==> config.mk <==
export PLATFORM = sky130hd
export DESIGN_NAME = cces_top
export DESIGN_NICKNAME = d
export VERILOG_FILES = /design/src/cces_pkg.sv /design/src/cces_top.sv
export SDC_FILE = /design/constraint.sdc
export NUM_CORES = 1
export LEC_CHECK = 0
export ABC_CLOCK_PERIOD_IN_PS = 3200
export BUFFER_PORTS_ARGS = -buffer_cell sky130_fd_sc_hd__buf_2
export CAP_MARGIN = 10
export CORE_ASPECT_RATIO = 0.7
export CORE_MARGIN = 2
export CORE_UTILIZATION = 52
export DETAILED_ROUTE_END_ITERATION = 10
export PLACE_DENSITY_LB_ADDON = 0.1
export SLEW_MARGIN = 40
export SYNTH_ARGS = -nofsm -noshare
export SYNTH_HDL_FRONTEND = slang
export SYNTH_SLANG_ARGS = --single-unit
==> constraint.sdc <==
create_clock -name mclk_i -period 3.2 [get_ports mclk_i]
set_input_delay 0.64 -clock mclk_i [delete_from_list [all_inputs] [get_ports mclk_i]]
set_output_delay 0.64 -clock mclk_i [all_outputs]
set_load 0.02 [all_outputs]
==> src/cces_pkg.sv <==
// constants, field layout and types of the channel error supervisor
// assumes a plain register port with byte offsets on a 4-bit address
package cces_pkg;

  // register offsets (byte addresses, one word each)
  localparam logic [3:0] ADDR_CTRL  = 4'h0;
  localparam logic [3:0] ADDR_FLAGS = 4'h4;
  localparam logic [3:0] ADDR_STAT  = 4'h8;

  // control register fields
  localparam int CTRL_IE_LSB   = 0;
  localparam int CTRL_ABT_EN   = 8;
  localparam int CTRL_BOM_LSB  = 9;
  localparam int CTRL_ERROR_DISPLAY_SEL     = 11;
  localparam int CTRL_MODE_LSB = 12;
  localparam int CTRL_BOHALT   = 14;
  localparam logic [1:0] CTRL_MODE_RST = 2'h1;

  // error flag register fields
  localparam int FLAG_KIND_LSB = 8;
  localparam int FLAG_KIND_MSB = 14;

  // status register fields
  localparam int STAT_MODE_LSB = 0;
  localparam int STAT_BUSOFF   = 2;
  localparam int STAT_WARN     = 3;
  localparam int STAT_PASSIVE  = 4;
  localparam int STAT_ABORT    = 5;
  localparam int STAT_TEC_LSB  = 8;
  localparam int STAT_REC_LSB  = 24;

  // channel mode codes
  localparam logic [1:0] MODE_COMM  = 2'h0;
  localparam logic [1:0] MODE_RESET = 2'h1;
  localparam logic [1:0] MODE_HALT  = 2'h2;

  // bus-off recovery selections
  localparam logic [1:0] BOM_STD   = 2'h0;
  localparam logic [1:0] BOM_ENTRY = 2'h1;
  localparam logic [1:0] BOM_EXIT  = 2'h2;
  localparam logic [1:0] BOM_SOFT  = 2'h3;

  // error counter limits and bit counts
  localparam int unsigned WARN_LIMIT    = 95;
  localparam int unsigned PASSIVE_LIMIT = 127;
  localparam int unsigned BUSOFF_LIMIT  = 255;
  localparam int unsigned RECOV_RUN     = 11;
  localparam int unsigned RECOV_SEQ     = 128;
  localparam int unsigned LOCK_RUN      = 32;

  // channel modes
  typedef enum logic [1:0] {CH_COMM, CH_RESET, CH_HALT} cces_mode_t;

  // error events reported by the protocol engine, one-cycle pulses
  typedef struct packed {
    logic ack_delim;
    logic crc;
    logic ack;
    logic form;
    logic stuff;
  } cces_evt_t;

  // error kind flags, msb lands on bit 14 of the flag register
  typedef struct packed {
    logic ack_delim_err_flag;
    logic bit_zero_err_flag;
    logic bit_one_err_flag;
    logic crc_err_flag;
    logic ack_err_flag;
    logic form_err_flag;
    logic stuff_err_flag;
  } cces_kind_t;

endpackage

==> src/cces_top.sv <==
// channel error supervisor: error flags, channel error interrupts,
// bus-off recovery selection, error display mode and channel modes
// assumes engine inputs on mclk_i; can_rx_i is an asynchronous pin
//
// Functional notes
// - error interrupt gated by per-source software enables
// - ack delimiter form error sets its flag
// - sent dominant, saw recessive sets bit-zero flag
// - sent recessive, saw dominant sets bit-one flag
// - crc, ack, form, stuff errors set flags
// - warning interrupt on first counter above 95
// - passive interrupt on first counter above 127
// - transmit counter above 255 enters bus-off
// - halt-on-entry bus-off also raises entry interrupt
// - recovery after 128 runs of 11 recessive
// - overload condition raises overload interrupt
// - 32 dominant bits while communicating means lockup
// - lost arbitration raises arbitration lost interrupt
// - enabled abort completion raises transmit interrupt
// - recovery field 00 std, 01 entry, 10 exit
// - field 11 halts on software request in bus-off
// - error kinds occupy flag bits 14 to 8
// - display select 0 keeps first event only
// - display select 1 records every error event
// - channel mode requests accepted in every state
//
// The address-and-strobe port and the placing of the registers were decided locally.
`timescale 1ns/1ps

module cces_top
  import cces_pkg::*;
#(
  parameter int unsigned WARN_LIM  = WARN_LIMIT,
  parameter int unsigned PASS_LIM  = PASSIVE_LIMIT,
  parameter int unsigned BOFF_LIM  = BUSOFF_LIMIT,
  parameter int unsigned REC_RUN   = RECOV_RUN,
  parameter int unsigned REC_SEQ   = RECOV_SEQ,
  parameter int unsigned LOCK_BITS = LOCK_RUN
) (
  input  wire logic        mclk_i,        // controller clock
  input  wire logic        rst_b_i,       // async reset, active low
  input  wire logic [3:0]  reg_addr_i,    // register byte address
  input  wire logic [31:0] reg_wdata_i,   // register write data
  input  wire logic        reg_wr_i,      // write strobe
  input  wire logic        reg_rd_i,      // read strobe
  output logic      [31:0] reg_rdata_o,   // read data, next cycle
  input  wire logic        can_rx_i,      // bus level pin, 1 recessive
  input  wire logic        can_tx_i,      // level being driven now
  input  wire logic        bit_tick_i,    // sample point pulse
  input  wire logic        bit_chk_i,     // bit monitoring active
  input  wire cces_evt_t   err_evt_i,     // engine error pulses
  input  wire logic [8:0]  tec_i,         // transmit error counter
  input  wire logic [7:0]  rec_i,         // receive error counter
  input  wire logic        ovl_evt_i,     // overload condition pulse
  input  wire logic        arb_lost_i,    // arbitration lost pulse
  input  wire logic        abort_done_i,  // abort completed pulse
  input  wire logic        comm_active_i, // channel transferring
  output logic      [1:0]  chan_mode_o,   // current channel mode
  output logic             busoff_o,      // bus-off state
  output logic             chan_err_irq_o,// channel error interrupt
  output logic             chan_tx_irq_o  // abort part of tx interrupt
);

  localparam int RUN_W  = $clog2(REC_RUN + 1);
  localparam int SEQ_W  = $clog2(REC_SEQ + 1);
  localparam int LOCK_W = $clog2(LOCK_BITS + 1);
  localparam logic [RUN_W-1:0]  RUN_LAST  = RUN_W'(REC_RUN - 1);
  localparam logic [SEQ_W-1:0]  SEQ_LAST  = SEQ_W'(REC_SEQ - 1);
  localparam logic [LOCK_W-1:0] LOCK_LAST = LOCK_W'(LOCK_BITS - 1);

  // counter compared against a limit
  function automatic logic above(input logic [8:0] cnt,
                                 input int unsigned lim);
    above = (32'(cnt) > lim);
  endfunction

  // mode to its register code
  function automatic logic [1:0] mode_code(input cces_mode_t m);
    case (m)
      CH_COMM:  mode_code = MODE_COMM;
      CH_RESET: mode_code = MODE_RESET;
      CH_HALT:  mode_code = MODE_HALT;
      default:  mode_code = MODE_RESET;
    endcase
  endfunction

  // reset release and pin synchroniser
  logic [1:0] rst_sync_q;
  logic       rst_n;
  logic       rx_meta_q;
  logic       rx_q;

  always_ff @(posedge mclk_i or negedge rst_b_i) begin
    if (!rst_b_i) begin
      rst_sync_q <= 2'h0;
    end else begin
      rst_sync_q <= {rst_sync_q[0], 1'b1};
    end
  end
  assign rst_n = rst_sync_q[1];

  always_ff @(posedge mclk_i or negedge rst_n) begin
    if (!rst_n) begin
      rx_meta_q <= 1'b1;
      rx_q      <= 1'b1;
    end else begin
      rx_meta_q <= can_rx_i;
      rx_q      <= rx_meta_q;
    end
  end

  // state registers
  logic [8:0]        ie_q;
  logic [1:0]        bom_q;
  logic              error_display_sel_q;
  cces_mode_t        mode_q;
  cces_mode_t        mode_d;
  logic [14:0]       flags_q;
  logic [14:0]       flags_d;
  logic              abort_q;
  logic              abort_d;
  logic              warn_q;
  logic              pass_q;
  logic              tec_hi_q;
  logic              busoff_q;
  logic              busoff_d;
  logic [RUN_W-1:0]  run_q;
  logic [RUN_W-1:0]  run_d;
  logic [SEQ_W-1:0]  seq_q;
  logic [SEQ_W-1:0]  seq_d;
  logic [LOCK_W-1:0] lock_q;
  logic [LOCK_W-1:0] lock_d;
  logic [31:0]       rdata_q;
  logic              err_irq_q;
  logic              tx_irq_q;

  // register port decode
  wire wr_ctrl  = reg_wr_i && (reg_addr_i == ADDR_CTRL);
  wire wr_flags = reg_wr_i && (reg_addr_i == ADDR_FLAGS);
  wire wr_stat  = reg_wr_i && (reg_addr_i == ADDR_STAT);
  wire [1:0] req_mode = reg_wdata_i[CTRL_MODE_LSB +: 2];
  wire bohalt_req = wr_ctrl && reg_wdata_i[CTRL_BOHALT];

  // bit monitoring at the sample point
  wire chk     = bit_tick_i && bit_chk_i;
  wire bit0_ev = chk && !can_tx_i && rx_q;
  wire bit1_ev = chk && can_tx_i && !rx_q;

  // error kinds seen this cycle
  cces_kind_t kind_ev;
  assign kind_ev.ack_delim_err_flag = err_evt_i.ack_delim;
  assign kind_ev.bit_zero_err_flag  = bit0_ev;
  assign kind_ev.bit_one_err_flag   = bit1_ev;
  assign kind_ev.crc_err_flag       = err_evt_i.crc;
  assign kind_ev.ack_err_flag       = err_evt_i.ack;
  assign kind_ev.form_err_flag      = err_evt_i.form;
  assign kind_ev.stuff_err_flag     = err_evt_i.stuff;
  wire any_kind = |kind_ev;

  // display mode: first event only, or every event; kinds cleared in
  // the same cycle count as clear, so a new first event still lands
  wire [14:0] flag_clr = wr_flags ? reg_wdata_i[14:0] : 15'h0000;
  wire [6:0]  kind_left = flags_q[FLAG_KIND_MSB:FLAG_KIND_LSB] &
                          ~flag_clr[FLAG_KIND_MSB:FLAG_KIND_LSB];
  wire kind_clear = (kind_left == 7'h00);
  wire [6:0] kind_set = error_display_sel_q ? 7'(kind_ev)
                      : (kind_clear ? 7'(kind_ev) : 7'h00);

  // error state levels and their first detection
  wire warn_lvl = above(tec_i, WARN_LIM) ||
                  above({1'b0, rec_i}, WARN_LIM);
  wire pass_lvl = above(tec_i, PASS_LIM) ||
                  above({1'b0, rec_i}, PASS_LIM);
  wire tec_hi   = above(tec_i, BOFF_LIM);
  wire warn_ev  = warn_lvl && !warn_q;
  wire pass_ev  = pass_lvl && !pass_q;

  // bus-off entry on the crossing above the limit
  wire bo_enter = tec_hi && !tec_hi_q && !busoff_q;

  // recovery: runs of recessive bits counted while bus-off
  wire rec_tick = busoff_q && bit_tick_i;
  wire run_end  = rec_tick && rx_q && (run_q == RUN_LAST);
  wire bo_exit  = run_end && (seq_q == SEQ_LAST);

  // lockup: consecutive dominant samples while communicating
  wire lock_tick = comm_active_i && bit_tick_i && !rx_q;
  wire lock_ev   = lock_tick && (lock_q == LOCK_LAST);

  // interrupt source pulses, bit order of flag bits 7..0
  wire [7:0] src_ev = {arb_lost_i,
                       lock_ev,
                       ovl_evt_i,
                       bo_exit,
                       bo_enter,
                       pass_ev,
                       warn_ev,
                       any_kind};

  // flag register next value, a new event beats a clear
  always_comb begin
    flags_d = flags_q & ~flag_clr;
    flags_d[FLAG_KIND_MSB:FLAG_KIND_LSB] =
      flags_d[FLAG_KIND_MSB:FLAG_KIND_LSB] | kind_set;
    flags_d[7:0] = flags_d[7:0] | src_ev;
  end

  // abort completion flag, cleared from the status word
  wire abort_clr = wr_stat && reg_wdata_i[STAT_ABORT];
  assign abort_d = (abort_q && !abort_clr) || abort_done_i;

  // recovery counters
  always_comb begin
    run_d = run_q;
    seq_d = seq_q;
    if (!busoff_q) begin
      run_d = '0;
      seq_d = '0;
    end else if (rec_tick) begin
      if (!rx_q) begin
        run_d = '0;
      end else if (run_end) begin
        run_d = '0;
        seq_d = SEQ_W'(seq_q + 1'b1);
      end else begin
        run_d = RUN_W'(run_q + 1'b1);
      end
    end
  end

  // bus-off state
  always_comb begin
    busoff_d = busoff_q;
    if (bo_enter) begin
      busoff_d = 1'b1;
    end else if (bo_exit) begin
      busoff_d = 1'b0;
    end
  end

  // dominant run counter, saturates once lockup is declared
  always_comb begin
    lock_d = lock_q;
    if (!comm_active_i) begin
      lock_d = '0;
    end else if (bit_tick_i) begin
      if (rx_q) begin
        lock_d = '0;
      end else if (lock_q != LOCK_W'(LOCK_BITS)) begin
        lock_d = LOCK_W'(lock_q + 1'b1);
      end
    end
  end

  // hardware halt requests per recovery selection
  wire halt_entry = (bom_q == BOM_ENTRY) && bo_enter;
  wire halt_exit  = (bom_q == BOM_EXIT) && bo_exit;
  wire halt_soft  = (bom_q == BOM_SOFT) && busoff_q &&
                    bohalt_req;
  wire hw_halt    = halt_entry || halt_exit || halt_soft;

  // channel mode, software request taken in any mode
  always_comb begin
    mode_d = mode_q;
    if (wr_ctrl) begin
      case (req_mode)
        MODE_COMM:  mode_d = CH_COMM;
        MODE_RESET: mode_d = CH_RESET;
        MODE_HALT:  mode_d = CH_HALT;
        default:    mode_d = mode_q;
      endcase
    end
    if (hw_halt) begin
      mode_d = CH_HALT;
    end
  end

  // control register
  always_ff @(posedge mclk_i or negedge rst_n) begin
    if (!rst_n) begin
      ie_q   <= 9'h000;
      bom_q  <= BOM_STD;
      error_display_sel_q <= 1'b0;
    end else if (wr_ctrl) begin
      ie_q   <= reg_wdata_i[CTRL_ABT_EN:CTRL_IE_LSB];
      bom_q  <= reg_wdata_i[CTRL_BOM_LSB +: 2];
      error_display_sel_q <= reg_wdata_i[CTRL_ERROR_DISPLAY_SEL];
    end
  end

  // mode, flags and error state
  always_ff @(posedge mclk_i or negedge rst_n) begin
    if (!rst_n) begin
      mode_q   <= CH_RESET;
      flags_q  <= 15'h0000;
      abort_q  <= 1'b0;
      warn_q   <= 1'b0;
      pass_q   <= 1'b0;
      tec_hi_q <= 1'b0;
      busoff_q <= 1'b0;
    end else begin
      mode_q   <= mode_d;
      flags_q  <= flags_d;
      abort_q  <= abort_d;
      warn_q   <= warn_lvl;
      pass_q   <= pass_lvl;
      tec_hi_q <= tec_hi;
      busoff_q <= busoff_d;
    end
  end

  // bit counters
  always_ff @(posedge mclk_i or negedge rst_n) begin
    if (!rst_n) begin
      run_q  <= '0;
      seq_q  <= '0;
      lock_q <= '0;
    end else begin
      run_q  <= run_d;
      seq_q  <= seq_d;
      lock_q <= lock_d;
    end
  end

  // interrupt outputs, each source gated by its enable
  wire err_irq_d = |(flags_q[7:0] & ie_q[7:0]);
  wire tx_irq_d  = abort_q && ie_q[CTRL_ABT_EN];

  always_ff @(posedge mclk_i or negedge rst_n) begin
    if (!rst_n) begin
      err_irq_q <= 1'b0;
      tx_irq_q  <= 1'b0;
    end else begin
      err_irq_q <= err_irq_d;
      tx_irq_q  <= tx_irq_d;
    end
  end

  // read words
  wire [31:0] ctrl_word = {17'h00000,
                           1'b0,
                           mode_code(mode_q),
                           error_display_sel_q,
                           bom_q,
                           ie_q};
  wire [31:0] flag_word = {17'h00000, flags_q};
  wire [31:0] stat_word = {rec_i,
                           7'h00,
                           tec_i,
                           2'h0,
                           abort_q,
                           pass_lvl,
                           warn_lvl,
                           busoff_q,
                           mode_code(mode_q)};
  wire [31:0] rd_word = (reg_addr_i == ADDR_CTRL)  ? ctrl_word :
                        (reg_addr_i == ADDR_FLAGS) ? flag_word :
                        (reg_addr_i == ADDR_STAT)  ? stat_word :
                        32'h00000000;

  // read data stand only in the cycle after the strobe
  always_ff @(posedge mclk_i or negedge rst_n) begin
    if (!rst_n) begin
      rdata_q <= 32'h00000000;
    end else if (reg_rd_i) begin
      rdata_q <= rd_word;
    end else begin
      rdata_q <= 32'h00000000;
    end
  end

  // outputs
  assign reg_rdata_o    = rdata_q;
  assign chan_mode_o    = mode_code(mode_q);
  assign busoff_o       = busoff_q;
  assign chan_err_irq_o = err_irq_q;
  assign chan_tx_irq_o  = tx_irq_q;

endmodule

**Word-level counts from Yosys, hierarchy flattened**

Index checks and enable logic that the tools add are counted.

- Flip-flop bits (word level): 90
- Bits of input ports: 70
- Output and inout port bits: 37

- Add/subtract/negate cells: 3
- $lt $le $gt $ge: 5
- Eq/ne operators: 17
- Multiplexer cells: 25
- Bitwise operators: 7
- Reduce and logical (&&, ||, !) cells: 51

Operators with widths:

| kind | count |
|---|---|
| 32-bit two-way mux | 4 |
| 8-bit two-way mux | 4 |
| 1-bit logical AND | 27 |
| 6-bit two-way mux | 4 |
| 9-bit by 7-bit greater-than comparator with 1-bit output (second input constant) | 2 |
| 8-bit by 7-bit greater-than comparator with 1-bit output (second input constant) | 2 |
| 4-bit two-way mux | 4 |
| 15-bit bitwise AND | 1 |
| 15-bit two-way mux | 1 |
| 15-bit inverter | 1 |
| 7-bit two-way mux | 2 |
| 9-bit by 8-bit greater-than comparator with 1-bit output (second input constant) | 1 |
| 8-bit by 1-bit adder with 8-bit output (second input constant) | 1 |
| 8-bit bitwise AND | 1 |
| 2-bit equality test (second input constant) | 4 |
| 4-bit equality test (second input constant) | 2 |
| 8-bit by 7-bit equality test with 1-bit output (second input constant) | 1 |
| 8-bit OR | 1 |
| 8-bit OR reduction | 1 |
| 7-bit bitwise AND | 1 |
| 1-bit zero test | 7 |
| 7-bit zero test | 1 |
| 7-bit inverter | 1 |
| 7-bit OR | 1 |
| 21 further kinds | 33 |

**Longest topological paths before layout**

Gate-level depths: netlist (run 1).

- Depth in word-level cells: 9
- Mapped depth: 6

**Worst setup path after synthesis (run 1)**

Ideal clock, no wire load.

- Kind: input -> register
- Start: in reg_addr_i[3]
- End: reg flags_q[10]
- Library setup time: 0.088 ns
- Data arrival time: 1.887 ns
- Data required time: 3.112 ns
- Slack: 1.225 ns
- Stages on the path: 5
- Path buffers: 1
- Cells stage by stage: buf_6 or4b_4 o21ai_1 nand4_1 o211ai_1

- Longest elaborated chain between the ends: 9

Ends and longest elaborated chain:

| what | line | text |
|---|---|---|
| start, declared | cces_top.sv:42 | `input wire logic [3:0] reg_addr_i,` |
| 4-bit by 3-bit equality test with 1-bit output * | cces_top.sv:139 | `wire wr_flags = reg_wr_i && (reg_addr_i == ADDR_FLAGS);` |
| 1-bit logical AND * | cces_top.sv:139 |  |
| 15-bit two-way mux * | cces_top.sv:162 | `wire [14:0] flag_clr = wr_flags ? reg_wdata_i[14:0] : 15'h0000;` |
| 7-bit inverter | cces_top.sv:164 | `~flag_clr[FLAG_KIND_MSB:FLAG_KIND_LSB];` |
| 7-bit bitwise AND | cces_top.sv:163 | `wire [6:0] kind_left = flags_q[FLAG_KIND_MSB:FLAG_KIND_LSB] &` |
| 7-bit zero test | cces_top.sv:165 | `wire kind_clear = (kind_left == 7'h00);` |
| 7-bit two-way mux | cces_top.sv:167 | `: (kind_clear ? 7'(kind_ev) : 7'h00);` |
| 7-bit two-way mux | cces_top.sv:166 | `wire [6:0] kind_set = error_display_sel_q ? 7'(kind_ev)` |
| 7-bit OR * | cces_top.sv:204 | `flags_d[FLAG_KIND_MSB:FLAG_KIND_LSB] \| kind_set;` |
| via flags_d[10] | cces_top.sv:119 | `logic [14:0] flags_d;` |
| end signal, assigned | cces_top.sv:303 | `flags_q <= flags_d;` |
| end, declared | cces_top.sv:118 | `logic [14:0] flags_q;` |

The timed path passes the listed nets; every way through them passes the cells marked *.
A chain may end at the register's enable or synchronous reset.

**Final worst setup path (run 1)**

- Start: reg run_q[0]
- End: reg mode_q[1]

- Longest elaborated chain between the ends: 8

Ends and longest elaborated chain:

| what | line | text |
|---|---|---|
| start, declared | cces_top.sv:127 | `logic [RUN_W-1:0] run_q;` |
| start signal, assigned | cces_top.sv:319 | `run_q <= run_d;` |
| 4-bit equality test * | cces_top.sv:183 | `wire run_end = rec_tick && rx_q && (run_q == RUN_LAST);` |
| 1-bit logical AND * | cces_top.sv:183 |  |
| 1-bit logical AND * | cces_top.sv:184 | `wire bo_exit = run_end && (seq_q == SEQ_LAST);` |
| 1-bit logical AND * | cces_top.sv:257 | `wire halt_exit = (bom_q == BOM_EXIT) && bo_exit;` |
| 1-bit logical OR * (2 in series) | cces_top.sv:260 | `wire hw_halt = halt_entry \|\| halt_exit \|\| halt_soft;` |
| 4-bit nonzero test (no source line) / 2-bit nonzero test (equally long branches) | n/a |  |
| 2-bit AND reduction (no source line) | n/a |  |
| end signal, assigned | cces_top.sv:302 | `mode_q <= mode_d;` |
| end, declared | cces_top.sv:116 | `cces_mode_t mode_q;` |

Every way passes the cells marked *; elsewhere a longest branch is shown, timed or not.

==> results of run 1 <==
## per-layer routing
| metal | global-route usage [%] | up-vias |
|---|---|---|
| li1 | - | 1486 |
| met4 | 8.33 | 0 |
| met3 | 6.46 | 14 |
| met5 | 0 | - |
| met1 | 34.3 | 1517 |
| met2 | 34.7 | 123 |
## final cells by class
| class | instances | area [sq um] |
|---|---|---|
| Multi-Input combinational cell | 262 | 1680 |
| Inverter | 16 | 60.1 |
| Tap cell | 98 | 123 |
| Clock inverter | 6 | 48.8 |
| Sequential cell | 83 | 2080 |
| Clock buffer | 10 | 138 |
| Fill cell | 671 | 2720 |
| Timing Repair Buffer | 88 | 468 |
## Yosys cell counts, types with 2 or more instances
master                      number
sky130_fd_sc_hd__a21boi_0        3
sky130_fd_sc_hd__a21o_1          6
sky130_fd_sc_hd__a21oi_1        15
sky130_fd_sc_hd__a22oi_1         8
sky130_fd_sc_hd__a31oi_1         2
sky130_fd_sc_hd__and2_1         20
sky130_fd_sc_hd__buf_1           2
sky130_fd_sc_hd__buf_2           3
sky130_fd_sc_hd__buf_4          10
sky130_fd_sc_hd__clkbuf_1        9
sky130_fd_sc_hd__conb_1          2
sky130_fd_sc_hd__dfrtp_1        80
sky130_fd_sc_hd__dfstp_2         3
sky130_fd_sc_hd__ha_1            8
sky130_fd_sc_hd__inv_1          16
sky130_fd_sc_hd__mux2_2         13
sky130_fd_sc_hd__mux2i_1         2
sky130_fd_sc_hd__nand2_1        43
sky130_fd_sc_hd__nand2b_1        3
sky130_fd_sc_hd__nand3_1        15
sky130_fd_sc_hd__nand3b_1        3
sky130_fd_sc_hd__nand4_1        10
sky130_fd_sc_hd__nand4b_1        2
sky130_fd_sc_hd__nor2_1          6
sky130_fd_sc_hd__nor2b_1         6
sky130_fd_sc_hd__nor3_1          6
sky130_fd_sc_hd__nor3b_1         3
sky130_fd_sc_hd__nor4_1          6
sky130_fd_sc_hd__o211ai_1        8
sky130_fd_sc_hd__o21a_1          3
sky130_fd_sc_hd__o21ai_0        24
sky130_fd_sc_hd__o21ai_1         6
sky130_fd_sc_hd__o21ai_2         2
sky130_fd_sc_hd__o2bb2ai_1       3
sky130_fd_sc_hd__xor2_1          9
## worst max-delay path by stage
stage | slack, ns | end
6_report | 1.15 | mode_q[1]$_DFFE_PN0P_
5_1_grt | 0.96 | mode_q[1]$_DFFE_PN0P_
4_1_cts | 1.16 | mode_q[1]$_DFFE_PN0P_
3_5_place_dp | 0.96 | flags_q[8]$_DFF_PN0_
3_3_place_gp | 0.93 | flags_q[10]$_DFF_PN0_
2_1_floorplan | 0.72 | abort_q$_DFF_PN0_
## power by group through the flow
stage | logic (mW) | clock network, mW | registers, mW
finish | 0.335 | 0.712 | 1.22
global route | 0.372 | 0.768 | 1.24
CTS | 0.336 | 0.729 | 1.22
detailed placement | 0.335 | 0 | 1.24
global placement | 0.315 | 0 | 1.25
floorplan | 0.222 | 0 | 1.24
## cells by family after synthesis
kind of cell	Yosys count	share of synthesized area (%)
simple gates	132	18.4
compound gates	90	14.7
flops	83	52.8
buf+inv	41	5.14
mux	15	4.22
xor+xnor	9	2.00
fa+ha+maj	8	2.54
other cells	2	0.190
## stage by stage
stage / util, % / hold slack, ns / setup WS [ns] / power (mW) / area [sq um]
finish: 62.9 / 0.0414 / 1.15 / 2.27 / 4600
floorplan: - / 0.331 / 0.722 / 1.46 / 3970
detailed placement: 60.4 / 0.336 / 0.960 / 1.58 / 4420
CTS: 62.9 / 0.0270 / 1.16 / 2.29 / 4600
global placement: 60.1 / 0.337 / 0.933 / 1.56 / 4400
global route: 62.9 / 0.0255 / 0.959 / 2.38 / 4600
## sequential cells by signal, indices dropped and copies added, names as in the netlist
signal and count:
error_display_sel_q 1, rst_sync_q 2, warn_q 1, abort_q 1
run_q 4, pass_q 1, mode_q 2, flags_q 15
rx_meta_q 1, bom_q 2, ie_q 9, tec_hi_q 1
chan_tx_irq_o 1, lock_q 6, busoff_o 1, reg_rdata_o 25
seq_q 8, chan_err_irq_o 1, rx_q 1
==> qor.log, run 1 <==
INFO  run_status     status=finished clean
INFO  timing         share_of_the_clock_period_used_by_the_worst_path_after_layout=64.0%
INFO  synthesis      synth_sequential_area_ratio=52.8%
INFO  power_and_ir_drop swShare=29.9%
INFO  clock_network  cts.path.max_buffers=2
INFO  detailed_routing drt-met1-wl=4440um
INFO  timing         rsz0062_at_grt=false
INFO  finish         fin_nets=538
INFO  worst_setup_path worst-path-buf-inv=1
INFO  synthesis      synth_cell_types=55
INFO  worst_setup_path reg2reg_slack=1.15ns
INFO  detailed_routing route.vias.total=3,140
INFO  timing         final.setup.tns=0ns
INFO  power_and_ir_drop cellPowerDensity=493nW/um^2
INFO  synthesis      syn_area_per_cell=10.4squm
INFO  placement      place.detailed.instances=547
INFO  timing         timing.final.setup_violations=0
INFO  detailed_routing antenna_violation_net_count_after_detailed_routing=0
INFO  timing         worst_slew_pin_slew=0.704ns
INFO  detailed_routing highest-signal-layer=met4
INFO  hold_path      min_path_type=primary input to async pin
INFO  timing         clock-skew-final=0.00788ns
INFO  global_routing grt_use_total=23.8%
INFO  detailed_routing route.detailed.wl_per_inst=16.5um
INFO  die            row_count=26
INFO  worst_setup_path path_delay_family=simple AND/OR/NAND/NOR gates
INFO  timing         post_layout_min_period=2.05ns
INFO  worst_setup_path critical_path.startpoint=run_q[0]$_DFFE_PN0P_
INFO  detailed_routing drc_errors=0
INFO  clock_network  cts.sink_count=83
INFO  worst_setup_path crit_chain=inv_1 -> ha_1 -> nand3b_1 -> nor3_1 -> nand3_1 -> o311ai_0
INFO  timing         timing_hold_violations_final=0
INFO  clock_network  cell_at_the_root_of_the_clock_tree=sky130_fd_sc_hd__clkbuf_8
INFO  detailed_routing final_routed_wirelength=9280um
INFO  detailed_routing routed-wl-met3=712um
INFO  worst_setup_path start_kind=flop
INFO  finish         drive_above_1_share=28.0%
INFO  clock_network  clk_latency=0.36ns
INFO  synthesis      synth_area_leaders=sky130_fd_sc_hd__dfrtp_1 (51%), sky130_fd_sc_hd__nand2_1 (4.1%), sky130_fd_sc_hd__mux2_2 (3.7%)
INFO  power_and_ir_drop irDropWorstVdd=0.290mV
INFO  power_and_ir_drop pwr-share-clk=31.4%
INFO  timing         clock.fmax=0.489GHz
INFO  synthesis      yosys.area.top_type_share=50.8%
INFO  clock_network  postCtsSetupBuffers=0
INFO  worst_setup_path rr_endpoint=mode_q[1]$_DFFE_PN0P_
INFO  worst_setup_path timing.reg2reg.worst_path_depth=6
INFO  synthesis      yosysWarningCount=0
INFO  die            dieHeight=76.9um
INFO  synthesis      netlist_instances=380
INFO  global_routing initial_antenna_violation_count=0
INFO  global_routing via_count_of_the_first_global_routing_pass=3,016
INFO  power_and_ir_drop power.static_leakage=2.15nW
INFO  finish         final_cell_mix=sky130_fd_sc_hd__buf_2 (82), sky130_fd_sc_hd__dfrtp_1 (79), sky130_fd_sc_hd__nand2_1 (43), sky130_fd_sc_hd__o21ai_0 (24), sky130_fd_sc_hd__and2_1 (20)
INFO  timing         slew_viol_final=0
INFO  worst_setup_path worst-path-max-fanout=10
INFO  clock_network  cts_made_buffers=9
INFO  worst_setup_path crit_arrival=2.30ns
INFO  worst_setup_path worst-endpoint-required=3.45ns
INFO  worst_setup_path critPathSlowestCell=sky130_fd_sc_hd__dfrtp_1
INFO  synthesis      synth_area_leader_cell=sky130_fd_sc_hd__dfrtp_1
INFO  worst_setup_path critPathCaptureType=flop
INFO  detailed_routing first_pass_iters=4
INFO  worst_setup_path crit_cells=6
INFO  power_and_ir_drop power.share.sequential=53.9%
INFO  synthesis      post_synthesis_instance_area=3940squm
INFO  power_and_ir_drop share_comb_of_total_power=14.7%
INFO  global_routing global_route_wire_length_before_repair=15,100um
INFO  detailed_routing viasPerCell=5.58
INFO  finish         final_common_cell=sky130_fd_sc_hd__buf_2
INFO  timing         max-slew-margin-rel=52.9%
INFO  clock_network  cts_max_level=3
INFO  synthesis      synth_top_flop_cell=sky130_fd_sc_hd__dfrtp_1
INFO  finish         n_antenna_cell=0
INFO  die            initial_utilization=53.9%
INFO  power_and_ir_drop switching_power=0.679mW
INFO  finish         layout-area-overhead-vs-synth=16.8%
INFO  die            fp.dieArea=8310squm
INFO  worst_setup_path cpPeakStageDelay=0.43ns
INFO  worst_setup_path criticalPathCategory=flop to flop
INFO  placement      dp_hpwl=6630um
INFO  finish         stdcell_count=563
INFO  global_routing grt_total_ovfl=0
INFO  synthesis      synth.ff_latch_count=83
INFO  synthesis      post_synth_edffs=0
INFO  clock_network  cts_tree=done
INFO  synthesis      async_flop_share=100%
INFO  clock_network  holdBufCountCts=0
INFO  die            fp.dieW=108um
INFO  worst_setup_path crit-reg2reg-launch=run_q[0]$_DFFE_PN0P_
INFO  run            max-cap-violations=0
INFO  die            standard_cell_core_area=7320squm
INFO  global_routing grt_start_max_net_pins=42
INFO  detailed_routing routed-wl-met2=3990um
INFO  power_and_ir_drop internal_power=1.59mW
INFO  placement      buffer_ports.inserted=82
INFO  clock_network  cts_resized=0
INFO  clock_network  clkSlewWorstSetupHoldPaths=0.08ns
INFO  detailed_routing initialDrtViolationCount=206
INFO  placement      routabilityCongestion=0.881
INFO  die            io-pin-count=107
(Power assumes the default switching activity.)
==> run 2: changes to the inputs <==
- ABC_AREA: default -> 1
- ABC_CLOCK_PERIOD_IN_PS: 3200 -> 1980
- CORE_UTILIZATION: 52 -> 53
- clock period: 3.2 -> 1.98 ns (I/O delays scaled with it)
==> run 2 against run 1 <==
  * Routed wire length down 2.4%
  * Power up 62%
  * Via count increased by 5.5%
  * Sequential cell count unchanged
  * Cell area grew 2.0%
  * Non-clock buffer count up 6
  * Sequential share of layout area is 0.87 points lower
  * Clock skew hardly changed
  * Clock-buffer cell count is the same
  * First-iteration DRC count is 27% lower
  * Combinational power increased by 45%
  * Largest cell class unchanged
  * Largest power group unchanged
  * Highest routed layer unchanged
==> qor.log, run 2 <==
INFO  worst_setup_path timing.critical_path.mode_cell=sky130_fd_sc_hd__inv_1
INFO  power_and_ir_drop totalPowerFinal=3.67mW [+62%]
INFO  clock_network  cell_at_the_root_of_the_clock_tree=sky130_fd_sc_hd__clkbuf_8
INFO  power_and_ir_drop cellPowerDensity=782nW/um^2 [+59%]
INFO  global_routing via_count_of_the_first_global_routing_pass=3,230 [+7.1%]
INFO  timing         max-slew-margin-rel=64.5% [+12 points]
INFO  clock_network  postCtsSetupBuffers=0 [unchanged]
INFO  finish         final_common_cell=sky130_fd_sc_hd__nand2_1
INFO  clock_network  cts_resized=0 [unchanged]
INFO  die            io-pin-count=107 [unchanged]
INFO  placement      detailedPlace.worstSlack=0.157ns [-0.803 ns]
INFO  finish         layout-area-overhead-vs-synth=18.4%
INFO  global_routing initial_antenna_violation_count=0 [unchanged]
INFO  die            initial_utilization=54.4% [+0.52 points]
INFO  die            row_count=26 [unchanged]
INFO  timing         timing_hold_violations_final=0 [unchanged]
INFO  synthesis      async_flop_share=100% [unchanged]
INFO  timing         hold-worst-slack=0.132ns [+0.0904 ns]
INFO  synthesis      synth_area_leaders=sky130_fd_sc_hd__dfrtp_1 (51%), sky130_fd_sc_hd__nand2_1 (9.7%), sky130_fd_sc_hd__inv_1 (6.5%)
INFO  synthesis      synth_area_leader_cell=sky130_fd_sc_hd__dfrtp_1
INFO  clock_network  cts.sink_count=83 [unchanged]
INFO  power_and_ir_drop power.static_leakage=2.55nW [+18%]
INFO  power_and_ir_drop share_comb_of_total_power=13.3% [-1.4 points]
INFO  die            fp.dieArea=8200squm [-1.3%]
INFO  timing         slew_viol_final=0 [unchanged]
INFO  synthesis      syn_area_per_cell=8.42squm [-19%]
INFO  power_and_ir_drop pwr-share-clk=34.6% [+3.2 points]
INFO  synthesis      post_synthesis_instance_area=3960squm [+0.51%]
INFO  worst_setup_path critPathSlowestCell=sky130_fd_sc_hd__dfstp_2
INFO  clock_network  cts.path.max_buffers=2 [unchanged]
INFO  timing         rsz0062_at_grt=false
INFO  detailed_routing route.vias.total=3,313 [+5.5%]
INFO  timing         timing.final.setup_violations=0 [unchanged]
INFO  timing         post_layout_min_period=1.78ns
INFO  timing         worst_slew_pin_slew=0.532ns [-0.172 ns]
INFO  power_and_ir_drop power.share.sequential=52.1% [-1.8 points]
INFO  power_and_ir_drop swShare=28.5% [-1.4 points]
INFO  worst_setup_path worst-path-max-fanout=3 [-7]
INFO  detailed_routing antenna_violation_net_count_after_detailed_routing=0 [unchanged]
INFO  synthesis      post_synth_edffs=0 [unchanged]
INFO  clock_network  cts_made_buffers=9 [unchanged]
INFO  worst_setup_path critPathCaptureType=output port
INFO  global_routing grt_start_max_net_pins=41 [-2.4%]
INFO  placement      buffer_ports.inserted=82 [unchanged]
INFO  global_routing global_route_wire_length_before_repair=15,200um [+0.74%]
INFO  hold_path      min_from=can_rx_i
INFO  finish         final_cell_mix=sky130_fd_sc_hd__nand2_1 (102), sky130_fd_sc_hd__buf_2 (82), sky130_fd_sc_hd__dfrtp_1 (79), sky130_fd_sc_hd__inv_1 (69), sky130_fd_sc_hd__o21ai_0 (44)
INFO  run_status     status=finished clean
INFO  worst_setup_path crit-reg2reg-launch=seq_q[1]$_DFFE_PN0P_
INFO  timing         final.setup.tns=0ns [unchanged]
INFO  synthesis      top_cells_by_instance_count_after_synthesis=sky130_fd_sc_hd__nand2_1 (102), sky130_fd_sc_hd__dfrtp_1 (80), sky130_fd_sc_hd__inv_1 (69)
INFO  synthesis      netlist_instances=471 [+24%]
INFO  clock_network  cts_tree=done
INFO  clock_network  clk_latency=0.36ns [about the same]
INFO  synthesis      synth_cell_types=37 [-33%]
INFO  finish         fin_nets=637 [+18%]
INFO  finish         n_antenna_cell=0 [unchanged]
INFO  synthesis      synthMostInstantiatedCell=sky130_fd_sc_hd__nand2_1
INFO  timing         share_of_the_clock_period_used_by_the_worst_path_after_layout=90.1%
INFO  die            dieHeight=76.4um [-0.66%]
INFO  worst_setup_path cpPeakStageDelay=0.55ns [+0.12 ns]
INFO  power_and_ir_drop internal_power=2.62mW [+65%]
INFO  clock_network  cts_max_level=3 [unchanged]
INFO  power_and_ir_drop switching_power=1.05mW [+54%]
INFO  worst_setup_path crit_arrival=1.39ns [-0.91 ns]
INFO  worst_setup_path crit_chain=inv_1 -> nand2_1 -> inv_1 -> buf_2
INFO  power_and_ir_drop irDropWorstVdd=0.435mV [+50%]
INFO  detailed_routing route.detailed.wl_per_inst=13.7um [-17%]
INFO  detailed_routing final_routed_wirelength=9060um [-2.4%]
INFO  worst_setup_path start_kind=flop
INFO  worst_setup_path path_delay_family=flip-flops
INFO  worst_setup_path criticalPathCategory=flop to output port
INFO  worst_setup_path worst-path-buf-inv=3 [+2]
INFO  run            max-cap-violations=0 [unchanged]
INFO  clock_network  clkSlewWorstSetupHoldPaths=0.08ns [about the same]
INFO  timing         clock-skew-final=0.00769ns [-0.000193 ns]
INFO  worst_setup_path critical_path.startpoint=mode_q[0]$_DFFE_PN1P_
INFO  synthesis      synth_top_flop_cell=sky130_fd_sc_hd__dfrtp_1
INFO  global_routing grt_total_ovfl=0 [unchanged]
INFO  worst_setup_path worst-endpoint-required=1.58ns [-1.87 ns]
INFO  synthesis      yosys.area.top_type_share=50.5% [-0.26 points]
INFO  placement      routabilityCongestion=0.836 [-5.1%]
INFO  placement      dp_hpwl=6840um [+3.2%]
INFO  finish         n_fill_cell=676 [+0.75%]
INFO  finish         drive_above_1_share=23.0% [-4.9 points]
INFO  detailed_routing viasPerCell=5.00 [-10%]
INFO  hold_path      min_path_type=primary input to flop
INFO  detailed_routing drc_errors=0 [unchanged]
INFO  timing         clock.fmax=0.561GHz
INFO  timing         layout_setup_ws=0.196ns [-0.957 ns]
INFO  detailed_routing initialDrtViolationCount=150 [-27%]
INFO  synthesis      synth_sequential_area_ratio=52.5% [-0.27 points]
INFO  detailed_routing first_pass_iters=4 [unchanged]
INFO  global_routing grt_use_total=23.7% [-0.086 points]
INFO  synthesis      synth.ff_latch_count=83 [unchanged]
INFO  die            fp.dieW=107um [-0.67%]
INFO  die            standard_cell_core_area=7290squm [-0.44%]
INFO  finish         number_of_flip_flops_in_the_largest_register=25 [unchanged]
INFO  synthesis      yosysWarningCount=0 [unchanged]
## run 2: cell type report
cell class | instances | area (sq um) | area share (%)
Tap cell | 98 | 123 | 2.61
Inverter | 71 | 267 | 5.68
Sequential cell | 83 | 2080 | 44.4
Clock buffer | 10 | 138 | 2.93
Timing Repair Buffer | 94 | 515 | 11.0
Multi-Input combinational cell | 300 | 1490 | 31.8
Clock inverter | 6 | 73.8 | 1.57
## run 2: power by group through the flow
stage                     clock, mW  combinational, mW  sequential, mW
final                          1.27              0.487            1.91
after detailed placement          0              0.485            1.95
after global routing           1.38              0.555            1.93
after global placement            0              0.473            1.94
after floorplan                   0              0.298            1.96
after CTS                      1.31              0.489            1.91
## run 2: final timing paths
check,slack [ns],to,cells past startpoint
min reg2reg,0.31,reg_rdata_o[10]$_DFF_PN0_,0
max,0.20,chan_mode_o[1],4
min in group asynchronous,0.31,reg_rdata_o[10]$_DFF_PN0_,0
max reg2reg,0.40,mode_q[0]$_DFFE_PN1P_,7
max in group asynchronous,1.04,reg_rdata_o[14]$_DFF_PN0_,1
min,0.13,rx_meta_q$_DFF_PN1_,1
## run 2: metrics by stage
stage	cells	area [sq um]	utilization (%)
3_5_place_dp	645	4470	61.4
3_3_place_gp	645	4470	61.4
4_1_cts	662	4690	64.4
6_report	662	4690	64.4
2_1_floorplan	477	3990	-
5_1_grt	662	4690	64.4
## run 2: logic make-up (layout without fill, tap and decap cells)
family	Yosys count	count (layout)	share of synthesized area, %
buf+inv	94	181	10.4
compound gates	74	74	10.6
xor+xnor	4	4	0.884
simple gates	206	206	22.9
flops	83	83	52.5
fa+ha+maj	8	8	2.53
other cells	2	8	0.189
## run 2: repair_timing
action,CTS,global route
hold buffers,1,0
hold endpoints to repair,2,0
setup endpoints to repair,0,0
## run 2: layer usage
| layer | GRT usage, % | vias up | part of all wire [%] | wire, um |
|---|---|---|---|---|
| met1 | 34.0 | 1560 | 48 | 4330 |
| met4 | 4.10 | 0 | 0.65 | 59 |
| met2 | 36.9 | 91 | 46 | 4170 |
| met5 | 0 | - | 0 | 0 |
| li1 | - | 1654 | - | - |
| met3 | 6.50 | 8 | 5.4 | 490 |
